--- src/ece_pkg.sv ---
// Constants shared by the encoder command executor.
// Assumes an 8-bit serial register port and a single 200 MHz clock.
package ece_pkg;
    // ------------------------------------------------------------
    // Register addresses on the serial register port
    // ------------------------------------------------------------
    localparam logic [7:0] ADDR_TFA = 8'h5b; // Target first address
    localparam logic [7:0] ADDR_BFI = 8'h5c; // Buffer first index
    localparam logic [7:0] ADDR_BLI = 8'h5d; // Buffer last index
    localparam logic [7:0] ADDR_TID = 8'h5e; // Target id byte
    localparam logic [7:0] ADDR_CFG = 8'h60; // Target config
    localparam logic [7:0] ADDR_TALLY = 8'h73; // Event tally
    localparam logic [7:0] ADDR_CMD = 8'h75; // Command register
    // ------------------------------------------------------------
    // Command codes
    // ------------------------------------------------------------
    localparam logic [7:0] CMD_NONE = 8'h00;
    localparam logic [7:0] CMD_MT_RESYNC = 8'h05;
    localparam logic [7:0] CMD_MT_CHECK = 8'h06;
    localparam logic [7:0] CMD_WARM = 8'h07;
    localparam logic [7:0] CMD_PRE_APPLY = 8'h08;
    localparam logic [7:0] CMD_PRE_STORE = 8'h09;
    localparam logic [7:0] CMD_I2C = 8'h0a;
    localparam logic [7:0] CMD_TALLY = 8'h0b;
    localparam logic [7:0] CMD_SWITCH = 8'h0c;
    localparam logic [7:0] CMD_CKS_VER = 8'h0d;
    localparam logic [7:0] CMD_CKS_CALC = 8'h0e;
    localparam logic [7:0] CMD_PIN_HI = 8'h0f;
    localparam logic [7:0] CMD_PIN_LO = 8'h10;
    // ------------------------------------------------------------
    // Fields, codes and counts
    // ------------------------------------------------------------
    localparam int PF_LSB = 0; // Port function field
    localparam int PF_MSB = 2;
    localparam int PL_LSB = 6; // Protection field
    localparam int PL_MSB = 7;
    localparam logic [1:0] PROT_OPEN = 2'h0; // Open, transfer allowed
    localparam logic [1:0] PROT_LOCK_XFER = 2'h2; // Locked, transfer ok
    localparam logic [1:0] MAX_RETRY = 2'h3; // Further transfer attempts
    localparam logic [1:0] STEP_A = 2'h0; // Sequence step indices
    localparam logic [1:0] STEP_B = 2'h1;
    localparam logic [1:0] STEP_C = 2'h2;
    localparam logic [7:0] BYTE_RST = 8'h00; // Reset of byte registers
    localparam logic [2:0] PF_RST = 3'h0;
    localparam logic [1:0] PL_RST = 2'h0;
    // Jobs handed to the device's worker engines
    typedef enum logic [3:0] {
        job_none, job_mt_read, job_cfg_load, job_abs_redef, job_preset,
        job_off_store, job_cks_update, job_i2c, job_cfg_write,
        job_cks_verify, job_cks_recalc
    } ece_job_e;
endpackage : ece_pkg

--- src/ece_cmd_exec.sv ---
// Command executor of a magnetic position encoder.
// Assumes the serial interface delivers register reads and writes as
// one-cycle strobes and that worker engines answer each job with a
// one-cycle done pulse.
// Notes on behaviour
// - Command code held while queued, cleared on start
// - Codes 06 check, 07 restart, 0a transfer
// - Resync never restarts output converter itself
// - Check compares read and counted multiturn values
// - Restart resets engines, reloads config, redefines
// - Preset apply alters offset, updates checksum
// - Preset store also writes offset to EEPROM
// - Transfer only at protection 0 or 2
// - Up to three retries after transfer error
// - Index, id byte and address steer transfer
// - Length is last minus first plus one
// - Switch swaps targets in, writes, restores
// - Checksum fault if checking on and differing
// - Targets take effect at restart, and during a switch write
// - Three-bit port function target, eight codes
// - Two-bit protection target, four codes
// - Verify sets fault; recompute refreshes checksums
// - Pin commands snapshot data pin, then drive
module ece_cmd_exec (
    input wire logic clock_i, // 200 MHz
    input wire logic rst_n_i, // Synchronous, active low
    input wire logic reg_wr_i, // Register write strobe
    input wire logic reg_rd_i, // Register read strobe
    input wire logic [7:0] reg_addr_i,
    input wire logic [7:0] reg_wdata_i,
    output logic [7:0] reg_rdata_o, // Valid cycle after read
    input wire logic job_done_i, // Worker finished
    input wire logic job_error_i, // Worker error, with done
    input wire logic [15:0] mt_value_i, // Read-in multiturn
    input wire logic [15:0] mt_count_i, // Counted multiturn
    input wire logic cyclic_check_disable_i, // 1 = no cyclic check
    input wire logic status_clear_i, // Clears both fault flags
    input wire logic multiturn_data_pin_i,
    output ece_pkg::ece_job_e job_code_o, // Job for workers
    output logic job_req_o, // Held until done
    output logic sm_reset_o, // One-cycle engine reset
    output logic [2:0] port_function_now_o,
    output logic [1:0] protection_level_now_o,
    output logic [7:0] i2c_target_id_byte_o,
    output logic [7:0] i2c_target_first_address_o,
    output logic [7:0] i2c_buffer_first_index_o,
    output logic [8:0] i2c_length_o, // Bytes to move
    output logic multiturn_mismatch_flag_o,
    output logic checksum_fault_flag_o,
    output logic multiturn_control_pin_o,
    output logic data_pin_snapshot_o,
    output logic busy_o
);
    // ------------------------------------------------------------
    // State
    // ------------------------------------------------------------
    typedef enum logic [1:0] {st_idle, st_step, st_wait} ece_state_e;

    ece_state_e st_reg, st_next; // Sequencer state
    logic [7:0] cmd_reg, cmd_next; // Queued command
    logic [7:0] cur_reg, cur_next; // Running command
    logic [1:0] step_reg, step_next; // Sequence step
    logic [1:0] retry_reg, retry_next; // Transfer retries used
    ece_pkg::ece_job_e job_reg, job_next;
    logic req_reg, req_next;
    logic srst_reg, srst_next;
    logic [2:0] pf_reg, pf_next, pfs_reg, pfs_next, pft_reg, pft_next;
    logic [1:0] pl_reg, pl_next, pls_reg, pls_next, plt_reg, plt_next;
    logic [7:0] tfa_reg, tfa_next, bfi_reg, bfi_next;
    logic [7:0] bli_reg, bli_next, tid_reg, tid_next;
    logic [7:0] tally_reg, tally_next, rd_reg, rd_next;
    logic [8:0] len_reg, len_next;
    logic mm_reg, mm_next, ck_reg, ck_next;
    logic pin_reg, pin_next, snap_reg, snap_next;
    logic busy_reg, busy_next; // Command running
    ece_pkg::ece_job_e seq_job; // Job of the current step
    logic wr_cmd; // Host writes the command register
    logic xfer_ok; // Protection permits transfers

    // Job list of each command; job_none ends the sequence
    function automatic ece_pkg::ece_job_e job_of(input logic [7:0] c,
                                                 input logic [1:0] s);
        job_of = ece_pkg::job_none;
        case (c)
            // Resync only reads; no converter restart.
            ece_pkg::CMD_MT_RESYNC,
            ece_pkg::CMD_MT_CHECK: begin
                if (s == ece_pkg::STEP_A) job_of = ece_pkg::job_mt_read;
            end
            ece_pkg::CMD_WARM: begin
                if (s == ece_pkg::STEP_A) job_of = ece_pkg::job_cfg_load;
                if (s == ece_pkg::STEP_B) job_of = ece_pkg::job_abs_redef;
            end
            ece_pkg::CMD_PRE_APPLY: begin
                if (s == ece_pkg::STEP_A) job_of = ece_pkg::job_preset;
                if (s == ece_pkg::STEP_B) job_of = ece_pkg::job_cks_update;
            end
            ece_pkg::CMD_PRE_STORE: begin
                if (s == ece_pkg::STEP_A) job_of = ece_pkg::job_preset;
                if (s == ece_pkg::STEP_B) job_of = ece_pkg::job_off_store;
                if (s == ece_pkg::STEP_C) job_of = ece_pkg::job_cks_update;
            end
            ece_pkg::CMD_I2C: begin
                if (s == ece_pkg::STEP_A) job_of = ece_pkg::job_i2c;
            end
            ece_pkg::CMD_SWITCH: begin
                if (s == ece_pkg::STEP_A) job_of = ece_pkg::job_cfg_write;
            end
            ece_pkg::CMD_CKS_VER: begin
                if (s == ece_pkg::STEP_A) job_of = ece_pkg::job_cks_verify;
            end
            ece_pkg::CMD_CKS_CALC: begin
                if (s == ece_pkg::STEP_A) job_of = ece_pkg::job_cks_recalc;
            end
            default: job_of = ece_pkg::job_none;
        endcase
    endfunction : job_of

    assign seq_job = job_of(cur_reg, step_reg);
    assign wr_cmd = reg_wr_i && (reg_addr_i == ece_pkg::ADDR_CMD);
    assign xfer_ok = (pl_reg == ece_pkg::PROT_OPEN) ||
                     (pl_reg == ece_pkg::PROT_LOCK_XFER);

    // ------------------------------------------------------------
    // Next-state logic
    // ------------------------------------------------------------
    // Register port, sequencer and status in one place, since the
    // sequencer also writes registers (tally, current port function and protection, flags).
    always_comb begin
        st_next = st_reg;
        cmd_next = cmd_reg;
        cur_next = cur_reg;
        step_next = step_reg;
        retry_next = retry_reg;
        job_next = job_reg;
        req_next = req_reg;
        srst_next = 1'b0;
        pf_next = pf_reg;
        pl_next = pl_reg;
        pfs_next = pfs_reg;
        pls_next = pls_reg;
        pft_next = pft_reg;
        plt_next = plt_reg;
        tfa_next = tfa_reg;
        bfi_next = bfi_reg;
        bli_next = bli_reg;
        tid_next = tid_reg;
        tally_next = tally_reg;
        len_next = len_reg;
        mm_next = mm_reg;
        ck_next = ck_reg;
        pin_next = pin_reg;
        snap_next = snap_reg;
        rd_next = rd_reg;
        // Flags: clear first so a same-cycle set below wins
        if (status_clear_i) begin
            mm_next = 1'b0;
            ck_next = 1'b0;
        end
        // Host writes
        if (reg_wr_i) begin
            case (reg_addr_i)
                ece_pkg::ADDR_CMD: cmd_next = reg_wdata_i;
                ece_pkg::ADDR_TFA: tfa_next = reg_wdata_i;
                ece_pkg::ADDR_BFI: bfi_next = reg_wdata_i;
                ece_pkg::ADDR_BLI: bli_next = reg_wdata_i;
                ece_pkg::ADDR_TID: tid_next = reg_wdata_i;
                ece_pkg::ADDR_TALLY: tally_next = reg_wdata_i;
                ece_pkg::ADDR_CFG: begin
                    pft_next = reg_wdata_i[ece_pkg::PF_MSB:ece_pkg::PF_LSB];
                    plt_next = reg_wdata_i[ece_pkg::PL_MSB:ece_pkg::PL_LSB];
                end
                default: ; // Unmapped writes are ignored
            endcase
        end
        // Host reads; command register is write-only
        if (reg_rd_i) begin
            case (reg_addr_i)
                ece_pkg::ADDR_TFA: rd_next = tfa_reg;
                ece_pkg::ADDR_BFI: rd_next = bfi_reg;
                ece_pkg::ADDR_BLI: rd_next = bli_reg;
                ece_pkg::ADDR_TID: rd_next = tid_reg;
                ece_pkg::ADDR_TALLY: rd_next = tally_reg;
                ece_pkg::ADDR_CFG: begin
                    rd_next = ece_pkg::BYTE_RST;
                    rd_next[ece_pkg::PF_MSB:ece_pkg::PF_LSB] = pft_reg;
                    rd_next[ece_pkg::PL_MSB:ece_pkg::PL_LSB] = plt_reg;
                end
                default: rd_next = ece_pkg::BYTE_RST;
            endcase
        end
        case (st_reg)
            // Take the queued command only when nothing runs.
            st_idle: begin
                if (cmd_reg != ece_pkg::CMD_NONE) begin
                    cur_next = cmd_reg;
                    if (!wr_cmd) cmd_next = ece_pkg::CMD_NONE;
                    step_next = ece_pkg::STEP_A;
                    retry_next = 2'h0;
                    st_next = st_step;
                end
            end
            st_step: begin
                if (seq_job == ece_pkg::job_none) begin
                    // Single-cycle commands run here
                    if (step_reg == ece_pkg::STEP_A) begin
                        if (cur_reg == ece_pkg::CMD_TALLY && !(reg_wr_i &&
                            reg_addr_i == ece_pkg::ADDR_TALLY))
                            tally_next = tally_reg + 8'h01;
                        if (cur_reg == ece_pkg::CMD_PIN_HI ||
                            cur_reg == ece_pkg::CMD_PIN_LO) begin
                            snap_next = multiturn_data_pin_i;
                            pin_next = (cur_reg == ece_pkg::CMD_PIN_HI);
                        end
                    end
                    st_next = st_idle;
                end else if (seq_job == ece_pkg::job_i2c && !xfer_ok) begin
                    st_next = st_idle; // Refused silently.
                end else begin
                    if (seq_job == ece_pkg::job_cfg_load)
                        srst_next = 1'b1;
                    if (seq_job == ece_pkg::job_i2c)
                        len_next = {1'b0, bli_reg} - {1'b0, bfi_reg}
                                   + 9'h001;
                    if (seq_job == ece_pkg::job_cfg_write) begin
                        pfs_next = pf_reg;
                        pls_next = pl_reg;
                        pf_next = pft_reg;
                        pl_next = plt_reg;
                    end
                    job_next = seq_job;
                    req_next = 1'b1;
                    st_next = st_wait;
                end
            end
            st_wait: begin
                if (job_done_i) begin
                    req_next = 1'b0;
                    job_next = ece_pkg::job_none;
                    st_next = st_step;
                    step_next = step_reg + 2'h1;
                    case (job_reg)
                        ece_pkg::job_mt_read: begin
                            if (cur_reg == ece_pkg::CMD_MT_CHECK &&
                                mt_value_i != mt_count_i)
                                mm_next = 1'b1;
                        end
                        ece_pkg::job_i2c: begin
                            if (job_error_i && retry_reg != ece_pkg::MAX_RETRY)
                            begin
                                retry_next = retry_reg + 2'h1;
                                step_next = step_reg;
                            end
                        end
                        ece_pkg::job_cfg_load: begin
                            pf_next = pft_reg;
                            pl_next = plt_reg;
                            retry_next = 2'h0;
                        end
                        ece_pkg::job_cfg_write: begin
                            pf_next = pfs_reg;
                            pl_next = pls_reg;
                            if (!cyclic_check_disable_i &&
                                (pfs_reg != pft_reg || pls_reg != plt_reg))
                                ck_next = 1'b1;
                        end
                        ece_pkg::job_cks_verify: begin
                            if (job_error_i) ck_next = 1'b1;
                        end
                        default: ;
                    endcase
                end
            end
            default: st_next = st_idle;
        endcase
        // Registered copy of the state decode, so busy has no glitches
        busy_next = (st_next != st_idle);
    end

    // ------------------------------------------------------------
    // Registers
    // ------------------------------------------------------------
    // Warm restart does not clear host registers, only engines
    always_ff @(posedge clock_i) begin
        if (!rst_n_i) begin
            st_reg <= st_idle;
            cmd_reg <= ece_pkg::CMD_NONE;
            cur_reg <= ece_pkg::CMD_NONE;
            step_reg <= ece_pkg::STEP_A;
            retry_reg <= 2'h0;
            job_reg <= ece_pkg::job_none;
            req_reg <= 1'b0;
            srst_reg <= 1'b0;
            pf_reg <= ece_pkg::PF_RST;
            pl_reg <= ece_pkg::PL_RST;
            pfs_reg <= ece_pkg::PF_RST;
            pls_reg <= ece_pkg::PL_RST;
            pft_reg <= ece_pkg::PF_RST;
            plt_reg <= ece_pkg::PL_RST;
            tfa_reg <= ece_pkg::BYTE_RST;
            bfi_reg <= ece_pkg::BYTE_RST;
            bli_reg <= ece_pkg::BYTE_RST;
            tid_reg <= ece_pkg::BYTE_RST;
            tally_reg <= ece_pkg::BYTE_RST;
            len_reg <= 9'h000;
            mm_reg <= 1'b0;
            ck_reg <= 1'b0;
            pin_reg <= 1'b0;
            snap_reg <= 1'b0;
            rd_reg <= ece_pkg::BYTE_RST;
            busy_reg <= 1'b0;
        end else begin
            st_reg <= st_next;
            cmd_reg <= cmd_next;
            cur_reg <= cur_next;
            step_reg <= step_next;
            retry_reg <= retry_next;
            job_reg <= job_next;
            req_reg <= req_next;
            srst_reg <= srst_next;
            pf_reg <= pf_next;
            pl_reg <= pl_next;
            pfs_reg <= pfs_next;
            pls_reg <= pls_next;
            pft_reg <= pft_next;
            plt_reg <= plt_next;
            tfa_reg <= tfa_next;
            bfi_reg <= bfi_next;
            bli_reg <= bli_next;
            tid_reg <= tid_next;
            tally_reg <= tally_next;
            len_reg <= len_next;
            mm_reg <= mm_next;
            ck_reg <= ck_next;
            pin_reg <= pin_next;
            snap_reg <= snap_next;
            rd_reg <= rd_next;
            busy_reg <= busy_next;
        end
    end

    // ------------------------------------------------------------
    // Outputs, all straight from flip-flops
    // ------------------------------------------------------------
    assign reg_rdata_o = rd_reg;
    assign job_code_o = job_reg;
    assign job_req_o = req_reg;
    assign sm_reset_o = srst_reg;
    assign port_function_now_o = pf_reg;
    assign protection_level_now_o = pl_reg;
    assign i2c_target_id_byte_o = tid_reg;
    assign i2c_target_first_address_o = tfa_reg;
    assign i2c_buffer_first_index_o = bfi_reg;
    assign i2c_length_o = len_reg;
    assign multiturn_mismatch_flag_o = mm_reg;
    assign checksum_fault_flag_o = ck_reg;
    assign multiturn_control_pin_o = pin_reg;
    assign data_pin_snapshot_o = snap_reg;
    assign busy_o = busy_reg;

    // ------------------------------------------------------------
    // Assertions
    // ------------------------------------------------------------
    property p_cmd_clear;
        @(posedge clock_i) disable iff (!rst_n_i)
        (st_reg == st_idle && cmd_reg != ece_pkg::CMD_NONE && !wr_cmd)
        |=> (cmd_reg == ece_pkg::CMD_NONE && st_reg == st_step);
    endproperty
    a_cmd_clear: assert property (p_cmd_clear)
        else $error("command register not cleared on start");

    property p_no_redef;
        @(posedge clock_i) disable iff (!rst_n_i)
        (cur_reg == ece_pkg::CMD_MT_RESYNC && req_reg)
        |-> (job_reg == ece_pkg::job_mt_read);
    endproperty
    a_no_redef: assert property (p_no_redef)
        else $error("resync issued a job other than read");

    property p_mismatch;
        @(posedge clock_i) disable iff (!rst_n_i)
        (st_reg == st_wait && job_done_i && cur_reg == ece_pkg::CMD_MT_CHECK
         && mt_value_i != mt_count_i) |=> multiturn_mismatch_flag_o;
    endproperty
    a_mismatch: assert property (p_mismatch)
        else $error("multiturn mismatch not flagged");

    property p_xfer_block;
        @(posedge clock_i) disable iff (!rst_n_i)
        (st_reg == st_step && seq_job == ece_pkg::job_i2c && !xfer_ok)
        |=> (st_reg == st_idle && !job_req_o);
    endproperty
    a_xfer_block: assert property (p_xfer_block)
        else $error("transfer started under locked protection");

    property p_retry_end;
        @(posedge clock_i) disable iff (!rst_n_i)
        (st_reg == st_wait && job_done_i && job_reg == ece_pkg::job_i2c &&
         job_error_i && retry_reg == ece_pkg::MAX_RETRY)
        |=> ##1 (st_reg == st_idle);
    endproperty
    a_retry_end: assert property (p_retry_end)
        else $error("transfer retried beyond limit");

    property p_len;
        @(posedge clock_i) disable iff (!rst_n_i)
        (st_reg == st_step && seq_job == ece_pkg::job_i2c && xfer_ok)
        |=> (i2c_length_o == {1'b0, $past(bli_reg)} -
             {1'b0, $past(bfi_reg)} + 9'h001) && job_req_o;
    endproperty
    a_len: assert property (p_len)
        else $error("transfer length wrong");

    property p_pin;
        @(posedge clock_i) disable iff (!rst_n_i)
        (st_reg == st_step && step_reg == ece_pkg::STEP_A &&
         cur_reg == ece_pkg::CMD_PIN_HI)
        |=> (multiturn_control_pin_o &&
             data_pin_snapshot_o == $past(multiturn_data_pin_i));
    endproperty
    a_pin: assert property (p_pin)
        else $error("pin drive or snapshot wrong");

    property p_switch_hold;
        @(posedge clock_i) disable iff (!rst_n_i)
        (req_reg && job_reg == ece_pkg::job_cfg_write && job_done_i)
        |=> (port_function_now_o == $past(pfs_reg, 1) &&
             protection_level_now_o == $past(pls_reg, 1));
    endproperty
    a_switch_hold: assert property (p_switch_hold)
        else $error("original config not restored after switch");

    property p_one_job;
        @(posedge clock_i) disable iff (!rst_n_i)
        job_req_o |-> (st_reg == st_wait);
    endproperty
    a_one_job: assert property (p_one_job)
        else $error("job requested outside wait state");
endmodule : ece_cmd_exec

--- config.mk ---
export PLATFORM = sky130hd
export DESIGN_NAME = ece_cmd_exec
export DESIGN_NICKNAME = d
export VERILOG_FILES = /design/src/ece_pkg.sv /design/src/ece_cmd_exec.sv
export SDC_FILE = /design/constraint.sdc
export NUM_CORES = 1
export LEC_CHECK = 0
export ABC_CLOCK_PERIOD_IN_PS = 3800
export BUFFER_PORTS_ARGS = -buffer_cell sky130_fd_sc_hd__buf_2
export CORE_ASPECT_RATIO = 0.6
export CORE_MARGIN = 2
export CORE_UTILIZATION = 55
export CTS_BUF_LIST = sky130_fd_sc_hd__clkbuf_4 sky130_fd_sc_hd__clkbuf_8
export CTS_CLUSTER_SIZE = 24
export DETAILED_ROUTE_END_ITERATION = 16
export GPL_ROUTABILITY_DRIVEN = 0
export GPL_TIMING_DRIVEN = 0
export PLACE_DENSITY = 0.8
export REMOVE_ABC_BUFFERS = 1
export SETUP_SLACK_MARGIN = 0.05
export SLEW_MARGIN = 25
export SYNTH_ARGS = -nofsm -noshare
export SYNTH_HDL_FRONTEND = slang
export SYNTH_SLANG_ARGS = --single-unit
--- constraint.sdc ---
create_clock -name clock_i -period 3.8 [get_ports clock_i]
set_input_delay 0.76 -clock clock_i [delete_from_list [all_inputs] [get_ports clock_i]]
set_output_delay 0.76 -clock clock_i [all_outputs]
set_load 0.05 [all_outputs]
==> results.cfg <==
[outcome]
status = finished clean

[synthesis]
yosysTopAreaCell = dfxtp_1
ys_ff_latch = 105
synth_xor_area_share_pct = 4.92
avgSynthCellArea_um2 = 8.35
syn_inst = 660
synth_compound_area_share_pct = 15.4
synthFlopType = dfxtp_1
ys_top_cells_by_count = dfxtp_1 (105), nand2_1 (78), nor2_1 (67)
yosysUniqueCellTypes = 63
synth.most_common_cell = dfxtp_1
synth_edf_count = 0
yosysSeqAreaShare_pct = 38.1
muxShareOfSynthArea_pct = 9.26
synth_top_family_by_area = simple AND/OR/NAND/NOR gates
synth_top_area_share_pct = 38.1
yosys.area_share.simple_pct = 23.0
ys_async_sr_fraction_pct = 0
synthAdderAreaFrac_pct = 5.13
ys.warnings.count = 0
yosys-top-cells-area = dfxtp_1 (38%), mux2i_1 (9.3%), nand2_1 (5.3%)
syn-cell-area_um2 = 5510

[power_and_ir_drop]
peakVddDrop_v = 0.000231
power_density_nw_per_um2 = 301
p_leak_uw = 0.00251

[setup_path]
cp-end-kind = register
worst-r2r-setup-slack_ps = 690
cp-start-kind = register
worstPathRequired_ps = 4060
r2r_cells = 7
r2r-start = cur_reg[7]$_SDFFE_PN0P_
critPathKind = reg -> reg
rr_endpoint = i2c_length_o[1]$_SDFFE_PN0P_
arrival_ps = 3370
critPathMaxFanout = 12

[cts]
numCtsBuffers = 9
clk_pin_slew_worst_paths_ps = 100
cts_sinks = 105
holdBufCountCts = 0
cts_tree = yes
clk_path_buf_depth = 2
post_cts_buffers = 0
clk_latency_ps = 380
h-tree-depth = 3
root_buffer = clkbuf_8
cts_resized = 0

[detailed_routing]
routed_wl_mm = 15.5
route.detailed.drc = 0
viasPerCell = 5.97
dr.pass1.iters = 5
drtIter0Drc = 663
num_vias = 5316
drtAntennaViolNets = 0
routedWlPerCell_um = 17.4

[min_path]
min_path_type = reg -> reg
min_to = i2c_target_first_address_o[3]$_SDFFE_PN0P_
min_path_cells = 2
holdCritStartpoint = i2c_target_first_address_o[3]$_SDFFE_PN0P_

[timing]
slew_violations = 0
setup_viol = 0
clock_skew_ps = 6.92
hold_ws_ps = 484
grt_setup_unrepaired = no
hold_viol = 0
relSlewSlack_pct = 25.4
tightest_slew_ps = 1110
fmax_mhz = 322
fin_crit_ps = 3110
fin_crit_sh_pct = 81.8

[placed_design]
dp_hpwl_mm = 11.6
io_buffers = 113

[flow_run]
max_cap_viol_count = 0

[global_route]
grt_pass1_vias = 4645
use_met3_pct = 6.85
grt-busiest-layer = met1
track_usage_pct = 28.1
grt_max_degree = 58
use_met2_pct = 40.9
met1_usage_pct = 41.7
grt_pass1_wl_mm = 24.0
grt_overflow = 0
antenna_found_initial = 0

[cells_and_area]
nNetsFinal = 830
drive_above_1_share_pct = 19.3
area.growth.synth_to_final_pct = 14.8
largest_reg_flops = 9
diodes = 0
fin_util_pct = 64.6

[die]
pin_count = 114
core_um2 = 9810
die_h_um = 81.6
num_rows = 28
initial_core_util_pct = 56.2
die_w_um = 133
dieArea_um2 = 10900
-- metrics by stage --
stage / setup slack [ps] / cells / area [um2] / setup TNS (ps) / power (uW)
6_report: 691 / 891 / 6330 / 0 / 1910
5_1_grt: 460 / 891 / 6330 / 0 / 1970
4_1_cts: 744 / 891 / 6330 / 0 / 1910
3_5_place_dp: 653 / 875 / 6150 / 0 / 1260
3_3_place_gp: -47.5 / 872 / 6100 / -330 / 1250
2_1_floorplan: 746 / 624 / 5370 / 0 / 1190
-- worst max path at each step --
stage / from / end / slack (ps) / depth (start not counted)
final: cur_reg[7]$_SDFFE_PN0P_ / i2c_length_o[1]$_SDFFE_PN0P_ / 690 / 7
after global routing: cur_reg[7]$_SDFFE_PN0P_ / i2c_length_o[2]$_SDFFE_PN0P_ / 460 / 7
after CTS: cur_reg[7]$_SDFFE_PN0P_ / i2c_length_o[1]$_SDFFE_PN0P_ / 740 / 7
after detailed placement: reg_addr_i[7] / i2c_buffer_first_index_o[2]$_SDFFE_PN0P_ / 650 / 8
after global placement: reg_addr_i[7] / i2c_target_id_byte_o[2]$_SDFFE_PN0P_ / -50 / 8
after floorplan: reg_addr_i[7] / i2c_target_id_byte_o[0]$_SDFFE_PN0P_ / 750 / 7
-- logic make-up after synthesis --
group | count (synthesis)
AO/OA/AOI/OAI | 136
adder cells (fa/ha/maj) | 22
XOR/XNOR | 31
buffers and inverters | 58
AND/OR/NAND/NOR | 257
flip-flops | 105
multiplexers | 51
-- critical path, cell delays in order (launching register included) --
cell and delay, ps:
dfxtp_1 360, nor4_2 610, and2_1 260, a21boi_1 620, and2_1 250, and3b_1 580
mux2i_1 260, nor2_1 60
-- area by class of cell --
cell class / instances / area (um2)
fill: 836 / 3480
multi-input combinational: 497 / 3190
sequential: 105 / 2100
timing repair buffer: 116 / 598
tap: 135 / 169
clock buffer: 12 / 159
inverter: 22 / 85.1
clock inverter: 4 / 26.3
-- layout by cell type, fill, tap and decap left out, drive strengths merged, types with 3 or more instances in the layout --
cell type / synthesis / routed
inv: 22 / 23
nor3: 10 / 10
xor2: 8 / 8
a21oi: 57 / 57
or2: 5 / 5
xnor2: 23 / 23
dfxtp: 105 / 105
ha: 21 / 21
nor2: 67 / 67
buf: 7 / 116
nand2b: 6 / 6
nor4: 7 / 7
o22ai: 3 / 3
nor3b: 4 / 4
a31oi: 3 / 3
or3: 3 / 3
o21ai: 31 / 31
or4: 7 / 7
a22oi: 11 / 11
nor2b: 10 / 10
nand3: 28 / 28
nand4: 12 / 12
a41oi: 5 / 5
clkbuf: 29 / 12
and2: 7 / 7
and3: 3 / 3
a311oi: 6 / 6
a22o: 4 / 4
nand2: 78 / 78
mux2i: 51 / 51
-- power breakdown --
group          switching (uW)  leakage (uW)  internal [uW]  total (uW)
Sequential               3.26      0.000846           1100        1110
Combinational            83.9       0.00157           48.1         132
Clock                     386     0.0000962            282         669
-- metal layers --
layer	vias up	wire, um
met5	-	0
met4	0	133
met1	2539	7190
met3	21	1540
li1	2514	-
met2	242	6610
No activity file was read; power rests on OpenSTA's default activity.
